File: config.mk
export PLATFORM = sky130hd
export DESIGN_NAME = tss_dev_flat
export DESIGN_NICKNAME = d
export VERILOG_FILES = /design/src/logic/tss_pkg.sv /design/src/logic/tss_link_if.sv /design/src/logic/tss_dev.sv /design/src/flat_wrapper.sv
export VERILOG_INCLUDE_DIRS = /design/src /design/src/logic
export SDC_FILE = /design/constraint.sdc
export NUM_CORES = 1
export LEC_CHECK = 0
export ABC_AREA = 1
export BUFFER_PORTS_ARGS = -buffer_cell sky130_fd_sc_hd__buf_2
export CAP_MARGIN = 20
export CORE_ASPECT_RATIO = 1.1
export CORE_UTILIZATION = 45
export CTS_BUF_LIST = sky130_fd_sc_hd__clkbuf_8
export CTS_CLUSTER_DIAMETER = 80
export DETAILED_ROUTE_END_ITERATION = 8
export GPL_TIMING_DRIVEN = 0
export HOLD_SLACK_MARGIN = 0.02
export PLACE_DENSITY = 0.75
export SYNTH_ARGS = -nofsm -noshare
export SYNTH_HDL_FRONTEND = slang
export SYNTH_SLANG_ARGS = --single-unit
File: constraint.sdc
create_clock -name mclk_i -period 2.14 [get_ports mclk_i]
set_input_delay 0.321 -clock mclk_i [delete_from_list [all_inputs] [get_ports mclk_i]]
set_output_delay 0.321 -clock mclk_i [all_outputs]
set_load 0.02 [all_outputs]
File: src/logic/tss_params.svh
// constants for the tape sense status link
`ifndef TSS_PARAMS_SVH
`define TSS_PARAMS_SVH

// command codes
`define TSS_CMD_READ 8'h04
`define TSS_CMD_RD_FM 8'h05
`define TSS_CMD_STATUS 8'h06
`define TSS_CMD_REWIND 8'h07
`define TSS_CMD_RETEN 8'h08
`define TSS_CMD_ERASE 8'h09
`define TSS_CMD_UNLOAD 8'h0C
`define TSS_CMD_CONT 8'h14
`define TSS_CMD_WR_RAM 8'h15
`define TSS_CMD_RD_RAM 8'h16
`define TSS_CMD_VERIFY 8'h17
`define TSS_CMD_EOT 8'h80

// drive_error_status bit positions
`define TSS_E_BLK_NF 0
`define TSS_E_LEN 1
`define TSS_E_CMD 3
`define TSS_E_PROTO 4
`define TSS_E_NO_DATA 5
`define TSS_E_BOT 6

// track_and_position_status bit positions
`define TSS_P_TRK_LO 0
`define TSS_P_TRK_HI 3
`define TSS_P_FM 5
`define TSS_P_EOT 6

// block number split
`define TSS_BLK_LO_HI 7
`define TSS_BLK_HI_LO 8
`define TSS_BLK_HI_HI 11

// reserved sense bit positions
`define TSS_RSV_B2 2
`define TSS_RSV_B4 4
`define TSS_BYTE_MSB 7

// sense frame
`define TSS_NUM_BYTES 4
`define TSS_LAST_IDX 2'h3
`define TSS_ZERO8 8'h00

// host side timing and drive quirks
`define TSS_CLK_MHZ 100
`define TSS_EOT_WAIT_MS 200
`define TSS_CYC_PER_MS (`TSS_CLK_MHZ * 1000)
`define TSS_QRK_A_LO 16'h0100
`define TSS_QRK_A_HI 16'h01FE
`define TSS_QRK_B_LO 16'h0300
`define TSS_QRK_B_HI 16'h03FE
`define TSS_QRK_ADD 16'h0200
`define TSS_LAST_BLK 16'hFFFF
`define TSS_EXTRA_BYTES 16'h0800

`endif

File: src/logic/tss_pkg.sv
// types shared by both ends of the sense status link
`default_nettype none
package tss_pkg;

    typedef enum logic {
        TSS_DRV_STREAM = 1'b0,
        TSS_DRV_BLOCK = 1'b1
    } tss_drive_t;

    typedef enum logic [1:0] {
        DS_IDLE = 2'b01,
        DS_SEND = 2'b10
    } tss_dev_state_t;

    typedef enum logic [4:0] {
        HS_IDLE = 5'b00001,
        HS_WAIT = 5'b00010,
        HS_CMD = 5'b00100,
        HS_STAT = 5'b01000,
        HS_RECV = 5'b10000
    } tss_host_state_t;

endpackage : tss_pkg
`default_nettype wire

File: src/logic/tss_link_if.sv
// command and sense byte link between host and tape interface
`timescale 1ns/1ns
`default_nettype none
interface tss_link_if;
    logic cmd_valid;
    logic [7:0] cmd_data;
    logic cmd_ready;
    logic sts_valid;
    logic [7:0] sts_data;
    logic sts_last;
    logic sts_ready;

    modport dev (
        input cmd_valid, cmd_data, sts_ready,
        output cmd_ready, sts_valid, sts_data, sts_last
    );

    modport hst (
        output cmd_valid, cmd_data, sts_ready,
        input cmd_ready, sts_valid, sts_data, sts_last
    );
endinterface : tss_link_if
`default_nettype wire

File: src/logic/tss_dev.sv
// tape interface end: collects drive events and returns sense bytes
`timescale 1ns/1ns
`default_nettype none
`include "tss_params.svh"

// Behaviour
// block or header missing sets error bit0
// drive-ended transfer sets length bit1
// invalid drive command sets bit3
// protocol break or unsupported command sets bit4
// no block or mark timeout sets bit5
// rewound to beginning sets bit6
// file mark detected sets byte3 bit5
// logical end of tape sets byte3 bit6
// block number low byte in byte4
// host trusts read block number only with mark
// block bits 8-11 in byte5 low
// streaming unknown-length read waits before end
// second type, status after mark untrusted
// second type readback count plus 200h
// second type final block accepts extra bytes
// track number binary in byte3 bits0-3
// reserved sense bits always read zero
// host reads sense bytes after every command
// status request 06h returns sense bytes
module tss_dev
    import tss_pkg::*;
(
    // clock and reset
    input wire logic mclk_i,
    input wire logic rst_n_i,
    // host link
    tss_link_if.dev link,
    // drive configuration
    input wire logic drive_type_i,
    // drive event pulses
    input wire logic blk_not_found_i,
    input wire logic blk_no_follow_i,
    input wire logic drive_ended_xfer_i,
    input wire logic invalid_cmd_i,
    input wire logic protocol_err_i,
    input wire logic no_data_timeout_i,
    input wire logic bot_logical_i,
    input wire logic bot_physical_i,
    input wire logic file_mark_i,
    input wire logic eot_logical_i,
    // drive position
    input wire logic op_done_i,
    input wire logic [3:0] track_i,
    input wire logic [11:0] block_i,
    // command seen by the drive logic
    output logic cmd_stb_o,
    output logic [7:0] cmd_o
);

    tss_dev_state_t state_r;
    tss_dev_state_t state_nxt;
    logic cmd_ready_r;
    logic sts_valid_r;
    logic [7:0] sts_data_r;
    logic sts_last_r;
    logic [1:0] idx_r;
    logic [1:0] idx_nxt;
    logic [7:0] err_r;
    logic [7:0] err_nxt;
    logic [7:0] pos_r;
    logic [7:0] pos_nxt;
    logic [11:0] blk_r;
    logic [3:0] trk_r;
    logic [7:0] snap_r [`TSS_NUM_BYTES];
    logic cmd_stb_r;
    logic [7:0] cmd_r;

    // decode of the incoming command
    wire cmd_take = link.cmd_valid & cmd_ready_r;
    wire is_status = (link.cmd_data == `TSS_CMD_STATUS);
    wire stream_only = (link.cmd_data == `TSS_CMD_RD_FM) |
                       (link.cmd_data == `TSS_CMD_REWIND) |
                       (link.cmd_data == `TSS_CMD_RETEN) |
                       (link.cmd_data == `TSS_CMD_ERASE);
    wire block_only = (link.cmd_data == `TSS_CMD_UNLOAD) |
                      (link.cmd_data == `TSS_CMD_CONT) |
                      (link.cmd_data == `TSS_CMD_WR_RAM) |
                      (link.cmd_data == `TSS_CMD_RD_RAM) |
                      (link.cmd_data == `TSS_CMD_VERIFY);
    wire unsupported = cmd_take &
        ((drive_type_i == TSS_DRV_STREAM) ? block_only : stream_only);
    // a command pushed while a status frame is going out breaks protocol
    wire cmd_in_send = link.cmd_valid & (state_r == DS_SEND);
    // a new working command starts a fresh status picture
    wire clr_flags = cmd_take & ~is_status;
    wire byte_go = sts_valid_r & link.sts_ready;
    wire last_go = byte_go & sts_last_r;
    wire bot_evt = (drive_type_i == TSS_DRV_STREAM) ?
                   bot_logical_i : bot_physical_i;

    // event sets, each one bit of its byte
    wire [7:0] err_set;
    assign err_set[`TSS_E_BLK_NF] = blk_not_found_i | blk_no_follow_i;
    assign err_set[`TSS_E_LEN] = drive_ended_xfer_i;
    assign err_set[`TSS_RSV_B2] = 1'b0;
    assign err_set[`TSS_E_CMD] = invalid_cmd_i;
    assign err_set[`TSS_E_PROTO] =
        protocol_err_i | unsupported | cmd_in_send;
    assign err_set[`TSS_E_NO_DATA] = no_data_timeout_i;
    assign err_set[`TSS_E_BOT] = bot_evt;
    assign err_set[`TSS_BYTE_MSB] = 1'b0;

    wire [7:0] pos_set;
    assign pos_set[`TSS_P_TRK_HI:`TSS_P_TRK_LO] = 4'h0;
    assign pos_set[`TSS_RSV_B4] = 1'b0;
    assign pos_set[`TSS_P_FM] = file_mark_i;
    assign pos_set[`TSS_P_EOT] = eot_logical_i;
    assign pos_set[`TSS_BYTE_MSB] = 1'b0;

    // set wins over the clear so an event on the clearing edge stays
    assign err_nxt = (clr_flags ? `TSS_ZERO8 : err_r) | err_set;
    assign pos_nxt = (clr_flags ? `TSS_ZERO8 : pos_r) | pos_set;

    // sense bytes as they would be sent now
    wire [7:0] sense_b2 = err_r;
    wire [7:0] sense_b3 = {pos_r[`TSS_BYTE_MSB:`TSS_RSV_B4], trk_r};
    wire [7:0] sense_b4 = blk_r[`TSS_BLK_LO_HI:0];
    wire [7:0] sense_b5 =
        {4'h0, blk_r[`TSS_BLK_HI_HI:`TSS_BLK_HI_LO]};

    always_comb begin
        state_nxt = state_r;
        idx_nxt = idx_r;
        case (state_r)
            DS_IDLE: begin
                if (cmd_take && is_status) begin
                    state_nxt = DS_SEND;
                    idx_nxt = 2'h0;
                end
            end
            DS_SEND: begin
                if (last_go) begin
                    state_nxt = DS_IDLE;
                end else if (byte_go) begin
                    idx_nxt = idx_r + 2'h1;
                end
            end
            default: begin
                state_nxt = DS_IDLE;
                idx_nxt = 2'h0;
            end
        endcase
    end

    always_ff @(posedge mclk_i) begin
        if (!rst_n_i) begin
            state_r <= DS_IDLE;
            idx_r <= 2'h0;
        end else begin
            state_r <= state_nxt;
            idx_r <= idx_nxt;
        end
    end

    always_ff @(posedge mclk_i) begin
        if (!rst_n_i) begin
            err_r <= `TSS_ZERO8;
            pos_r <= `TSS_ZERO8;
        end else begin
            err_r <= err_nxt;
            pos_r <= pos_nxt;
        end
    end

    // position is taken once the operation has finished
    always_ff @(posedge mclk_i) begin
        if (!rst_n_i) begin
            blk_r <= 12'h000;
            trk_r <= 4'h0;
        end else if (op_done_i) begin
            blk_r <= block_i;
            trk_r <= track_i;
        end
    end

    // frame snapshot keeps the four bytes coherent while they go out
    genvar gi;
    generate
        for (gi = 0; gi < `TSS_NUM_BYTES; gi = gi + 1) begin : g_snap
            wire [7:0] src = (gi == 0) ? sense_b2 :
                             (gi == 1) ? sense_b3 :
                             (gi == 2) ? sense_b4 : sense_b5;
            always_ff @(posedge mclk_i) begin
                if (!rst_n_i) begin
                    snap_r[gi] <= `TSS_ZERO8;
                end else if (cmd_take && is_status) begin
                    snap_r[gi] <= src;
                end
            end
        end
    endgenerate

    // link outputs
    wire sending_nxt = (state_nxt == DS_SEND);
    always_ff @(posedge mclk_i) begin
        if (!rst_n_i) begin
            cmd_ready_r <= 1'b0;
            sts_valid_r <= 1'b0;
            sts_data_r <= `TSS_ZERO8;
            sts_last_r <= 1'b0;
        end else begin
            cmd_ready_r <= ~sending_nxt;
            sts_valid_r <= (state_r == DS_SEND) & sending_nxt;
            sts_data_r <= snap_r[idx_nxt];
            sts_last_r <= (idx_nxt == `TSS_LAST_IDX);
        end
    end

    // drive-side copy of working commands
    always_ff @(posedge mclk_i) begin
        if (!rst_n_i) begin
            cmd_stb_r <= 1'b0;
            cmd_r <= `TSS_ZERO8;
        end else begin
            cmd_stb_r <= clr_flags;
            if (clr_flags) begin
                cmd_r <= link.cmd_data;
            end
        end
    end

    assign link.cmd_ready = cmd_ready_r;
    assign link.sts_valid = sts_valid_r;
    assign link.sts_data = sts_data_r;
    assign link.sts_last = sts_last_r;
    assign cmd_stb_o = cmd_stb_r;
    assign cmd_o = cmd_r;

endmodule : tss_dev
`default_nettype wire

File: src/flat_wrapper.sv
// flat-port wrapper written by rule: the top's interface ports become plain ports
module tss_dev_flat import tss_pkg::*;
  (mclk_i, rst_n_i, drive_type_i, blk_not_found_i, blk_no_follow_i, drive_ended_xfer_i, invalid_cmd_i, protocol_err_i, no_data_timeout_i, bot_logical_i, bot_physical_i, file_mark_i, eot_logical_i, op_done_i, track_i, block_i, cmd_stb_o, cmd_o, link_cmd_valid, link_cmd_data, link_sts_ready, link_cmd_ready, link_sts_valid, link_sts_data, link_sts_last);
  tss_link_if link_i ();
  input wire logic mclk_i;
  input wire logic rst_n_i;
  input wire logic drive_type_i;
  input wire logic blk_not_found_i;
  input wire logic blk_no_follow_i;
  input wire logic drive_ended_xfer_i;
  input wire logic invalid_cmd_i;
  input wire logic protocol_err_i;
  input wire logic no_data_timeout_i;
  input wire logic bot_logical_i;
  input wire logic bot_physical_i;
  input wire logic file_mark_i;
  input wire logic eot_logical_i;
  input wire logic op_done_i;
  input wire logic [3:0] track_i;
  input wire logic [11:0] block_i;
  output logic cmd_stb_o;
  output logic [7:0] cmd_o;
  input wire logic [$bits(link_i.cmd_valid)-1:0] link_cmd_valid;
  input wire logic [$bits(link_i.cmd_data)-1:0] link_cmd_data;
  input wire logic [$bits(link_i.sts_ready)-1:0] link_sts_ready;
  output wire logic [$bits(link_i.cmd_ready)-1:0] link_cmd_ready;
  output wire logic [$bits(link_i.sts_valid)-1:0] link_sts_valid;
  output wire logic [$bits(link_i.sts_data)-1:0] link_sts_data;
  output wire logic [$bits(link_i.sts_last)-1:0] link_sts_last;
  assign link_i.cmd_valid = link_cmd_valid;
  assign link_i.cmd_data = link_cmd_data;
  assign link_i.sts_ready = link_sts_ready;
  assign link_cmd_ready = link_i.cmd_ready;
  assign link_sts_valid = link_i.sts_valid;
  assign link_sts_data = link_i.sts_data;
  assign link_sts_last = link_i.sts_last;
  tss_dev u_core (.mclk_i(mclk_i), .rst_n_i(rst_n_i), .link(link_i), .drive_type_i(drive_type_i), .blk_not_found_i(blk_not_found_i), .blk_no_follow_i(blk_no_follow_i), .drive_ended_xfer_i(drive_ended_xfer_i), .invalid_cmd_i(invalid_cmd_i), .protocol_err_i(protocol_err_i), .no_data_timeout_i(no_data_timeout_i), .bot_logical_i(bot_logical_i), .bot_physical_i(bot_physical_i), .file_mark_i(file_mark_i), .eot_logical_i(eot_logical_i), .op_done_i(op_done_i), .track_i(track_i), .block_i(block_i), .cmd_stb_o(cmd_stb_o), .cmd_o(cmd_o));
endmodule
== Yosys cells after proc, flatten, opt, wreduce, memory -nomap -nowiden ==
Memory sizes are Yosys's and may differ from the RTL's. A register that Yosys moved wholly into a read port is not among the register bits.
Cells that the tools add are included.

* Register bits after elaboration: 48
* RAM bits: 32
* Output and inout bits: 20
* Memories kept: 1

* Add/sub/neg operators: 1
* Equal/unequal tests: 14
* Muxes and demuxes: 19
* Bitwise logic cells: 25
* Reduce and logical (&&, ||, !) cells: 2

{| class="wikitable"
|+ Memories
! memory !! depth !! width !! rd ports !! clocked after memory_dff !! write ports !! RTL line !! source
|-
| u_core.snap_r || 4 || 8 || 1 || 1 || 4 || tss_dev.sv:70 || <nowiki>logic [7:0] snap_r [`TSS_NUM_BYTES];</nowiki>
|}

{| class="wikitable"
|+ Operators with widths
! cell !! number
|-
| $mux 8 || 6
|-
| $eq 8x5->1 const B || 4
|-
| $eq 8x3->1 const B || 3
|-
| $eq 8x4->1 const B || 3
|-
| $or 8x7->8 || 2
|-
| $or 1x1->1 || 14
|-
| $mux 2 || 5
|-
| $pmux 2 s2 || 2
|-
| $and 1x1->1 || 7
|-
| $eq 2x2->1 const B || 3
|-
| $mux 1 || 6
|-
| $add 2x1->2 const B || 1
|-
| $eq 2x1->1 const B || 1
|-
| $not 1->1 || 2
|-
| $logic_and 1x1->1 || 1
|-
| $logic_not 1->1 || 1
|}

== Logic depth before layout (Yosys ltp) ==
* Depth after elaboration: 10
* Gate-level depth with buffers: 11

== Worst setup path after synthesis ==
No wires, ideal clock.

* Kind: input -> register
* From: input rst_n_i
* To: memory u_core.snap_r[0][0], enable pin
* Arrival: 1245 ps
* Slack: 469 ps
* Cell stages on the path: 3
* Cell sequence: clkbuf_1 clkbuf_1 nand2_1

{| class="wikitable"
|+ RTL lines
! what !! RTL line !! source
|-
| from (decl) || flat_wrapper.sv:6 || <nowiki>input wire logic rst_n_i;</nowiki>
|-
| to (decl) || tss_dev.sv:70 ||
|}

==> results.py <==
metrics = {
    "sta": {
        "finalSetupViolCount": 0,
        "finalSetupTns_ps": 0,
        "drv_slew": 0,
        "rsz0062_at_grt": "no",
        "period_share_pct": 86.2,
        "finalCriticalPeriod_ps": 1840,
        "hold_violations": 0,
        "fmax_mhz": 542,
        "slew_headroom_pct": 38.3,
        "finalClockSkew_ps": 6.75,
        "tightestPinTransition_ps": 924,
    },
    "clock_tree": {
        "clk_latency_ps": 340,
        "cts_inserted_buffers": 9,
        "clk_pin_slew_ps": 80,
        "post_cts_buffers": 0,
        "cts_tree": "built",
        "clockRootBuffer": "clkbuf_8",
        "cts.sink_count": 72,
        "clk_path_buf_depth": 2,
        "postCtsHoldBufs": 0,
        "htree_num_levels": 3,
        "post_cts_resized": 0,
    },
    "synth": {
        "synth_top_family_by_area": "simple AND/OR/NAND/NOR gates",
        "synth_cells": 336,
        "yosys.area.top_type": "dfxtp_1",
        "synth_most_common_cell": "inv_1",
        "synth.distinct_cells": 27,
        "synth_compound_area_share_pct": 11.9,
        "async_reset_ff_share_pct": 0,
        "synth_top_area_share_pct": 32.9,
        "synthMuxAreaShare_pct": 0,
        "synthFlopType": "dfxtp_1",
        "synth_common_cells": "inv_1 (54), dfxtp_1 (48), nand2_1 (42)",
        "netlist_area_sq_um": 2920,
        "syn_area_per_cell_sq_um": 8.70,
        "synthAdderAreaFrac_pct": 0.856,
        "yosys.area_share.xor_xnor_pct": 0,
        "synth-edff-count": 24,
        "seq_area_frac_synth_pct": 57.5,
        "ys_warn_count": 0,
        "ys_ff_latch": 72,
        "synth-simple-area-share_pct": 19.4,
        "synth_nets": 378,
        "synthTopCellsByArea": "dfxtp_1 (33%), edfxtp_1 (25%), inv_1 (6.9%)",
    },
    "grt": {
        "grt_overflow_total": 0,
        "grt_use_met1_pct": 23.5,
        "grt_pass1_wl_mm": 9.84,
        "grt_max_degree": 25,
        "grt_pass1_vias": 2202,
        "top_usage_layer": "met2",
        "antenna_found_initial": 0,
        "grt_use_met3_pct": 4.21,
        "track_usage_pct": 18.9,
        "grtUsageMet2_pct": 31.0,
    },
    "place": {
        "gp_congestion": 0.764,
        "io_buffers": 58,
        "dpl.hpwl_mm": 4.31,
    },
    "finish": {
        "n_antenna_cell": 0,
        "final_util_pct": 56.3,
        "area_delta_synth_final_pct": 20.1,
        "num-nets-final": 447,
        "drive_gt1_share_pct": 22.0,
    },
    "floorplan": {
        "coreArea_sq_um": 6230,
        "die_height_microns": 86.5,
        "start_util_pct": 46.9,
        "fp.dieArea_sq_um": 6820,
        "die_x_microns": 78.8,
        "rows": 30,
        "ioPinCount": 60,
    },
    "worst_setup_path": {
        "endpoint_kind": "register",
        "slowest_stage": "nand2_1",
        "arrival_ps": 1720,
        "crit_top_cell": "clkbuf_1",
        "crit_chain": "clkbuf_1 -> clkbuf_1 -> nand2_1",
        "start_kind": "primary input",
        "max_stage_delay_ps": 670,
        "crit_type": "primary input to register",
        "cp_top_family": "buffers and inverters",
        "cp_max_fo": 24,
        "cp.required_ps": 2020,
        "crit_buf_inv": 2,
    },
    "power": {
        "p_sw_share_pct": 23.8,
        "p_int_mw": 2.12,
        "pwr-share-seq_pct": 53.9,
        "p_comb_share_pct": 8.1,
        "power.switching_mw": 0.660,
        "p_clk_share_pct": 38.1,
        "power.density_nw_per_um2": 791,
        "leakage_nw": 1.61,
        "peakVddDrop_uv": 542,
    },
    "routing": {
        "drtIter0Drc": 214,
        "vias_per_cell": 4.78,
        "drcViolationCount": 0,
        "routedWlPerCell_microns": 11.9,
        "drtAntennaViolNets": 0,
        "vias": 2342,
        "routed_wirelength_mm": 5.82,
        "dr.pass1.iters": 4,
    },
    "worst_hold_path": {
        "hold_path.class": "primary input to register",
    },
    "job": {
        "maxCapViolations": 0,
    },
    "run_status": {
        "status": "complete, no violations",
    },
}
==> metrics by stage <==
stage / power (mW) / area [sq um] / std cells / worst slack, ps / hold slack [ps]
3_5_place_dp: 1.75 / 3310 / 474 / -111 / 451
4_1_cts: 2.79 / 3510 / 490 / 257 / 175
2_1_floorplan: 1.66 / 2920 / 336 / 469 / 430
3_3_place_gp: 1.74 / 3310 / 474 / -73.2 / 444
6_report: 2.78 / 3510 / 490 / 296 / 186
5_1_grt: 2.89 / 3510 / 490 / 73.1 / 184
==> metal layers <==
metal | vias up | wire length (microns)
met5 | - | 0
met4 | 0 | 120
met3 | 9 | 352
met2 | 75 | 2800
met1 | 1039 | 2540
li1 | 1219 | -
==> state kept, by name (all words and copies together), names as in the netlist, 4 cells and up <==
signal / count
u_core.err_r: 6
u_core.cmd_o: 8
u_core.link.sts_data: 8
u_core.snap_r: 24
u_core.trk_r: 4
u_core.blk_r: 12
==> cell families (layout without fill, tap and decap cells) <==
group,Yosys count,in the layout
adders and majority gates,2,2
AOI/OAI and AO/OA,68,68
and+or+nand+nor,121,121
DFF,72,72
buffers and inverters,73,147
==> worst min-delay path, cell delays in order <==
cell	delay, ps
buf_2	80
a21oi_1	30
nor2_1	70
==> cells in the final DEF, fill, tap and decap left out, drive strengths merged, types with 6 or more instances in the layout <==
| master | netlist | final |
|---|---|---|
| buf | 4 | 62 |
| inv | 58 | 58 |
| dfxtp | 48 | 48 |
| nand2 | 47 | 47 |
| nor2 | 41 | 41 |
| a21oi | 38 | 38 |
| o21ai | 25 | 25 |
| edfxtp | 24 | 24 |
| nand3 | 22 | 22 |
| clkbuf | 10 | 20 |
| nand3b | 6 | 6 |
==> power by group through the flow <==
stage | registers [mW] | logic (mW) | clock network (mW)
2_1_floorplan | 1.54 | 0.120 | 0
3_3_place_gp | 1.52 | 0.218 | 0
3_5_place_dp | 1.53 | 0.224 | 0
4_1_cts | 1.50 | 0.225 | 1.07
5_1_grt | 1.50 | 0.254 | 1.14
6_report | 1.50 | 0.223 | 1.06
==> cell type report <==
class	instances	area (sq um)
fill	615	2720
sequential	72	1680
multi-input combinational	191	941
timing repair buffer	58	290
inverter	59	221
clock buffer	10	138
tap	80	100
buffer	14	78.8
clock inverter	6	58.8
==> worst paths after layout <==
check | start | endpoint | slack, ps | cells after the start
max | rst_n_i | u_core.snap_r[3][1] | 300 | 3
min | no_data_timeout_i | u_core.err_r[5] | 190 | 3
max reg2reg | u_core.link.cmd_ready | u_core.snap_r[3][1] | 320 | 4
min reg2reg | u_core.blk_r[5] | u_core.blk_r[5] | 460 | 2
(Power assumes the default switching activity.)
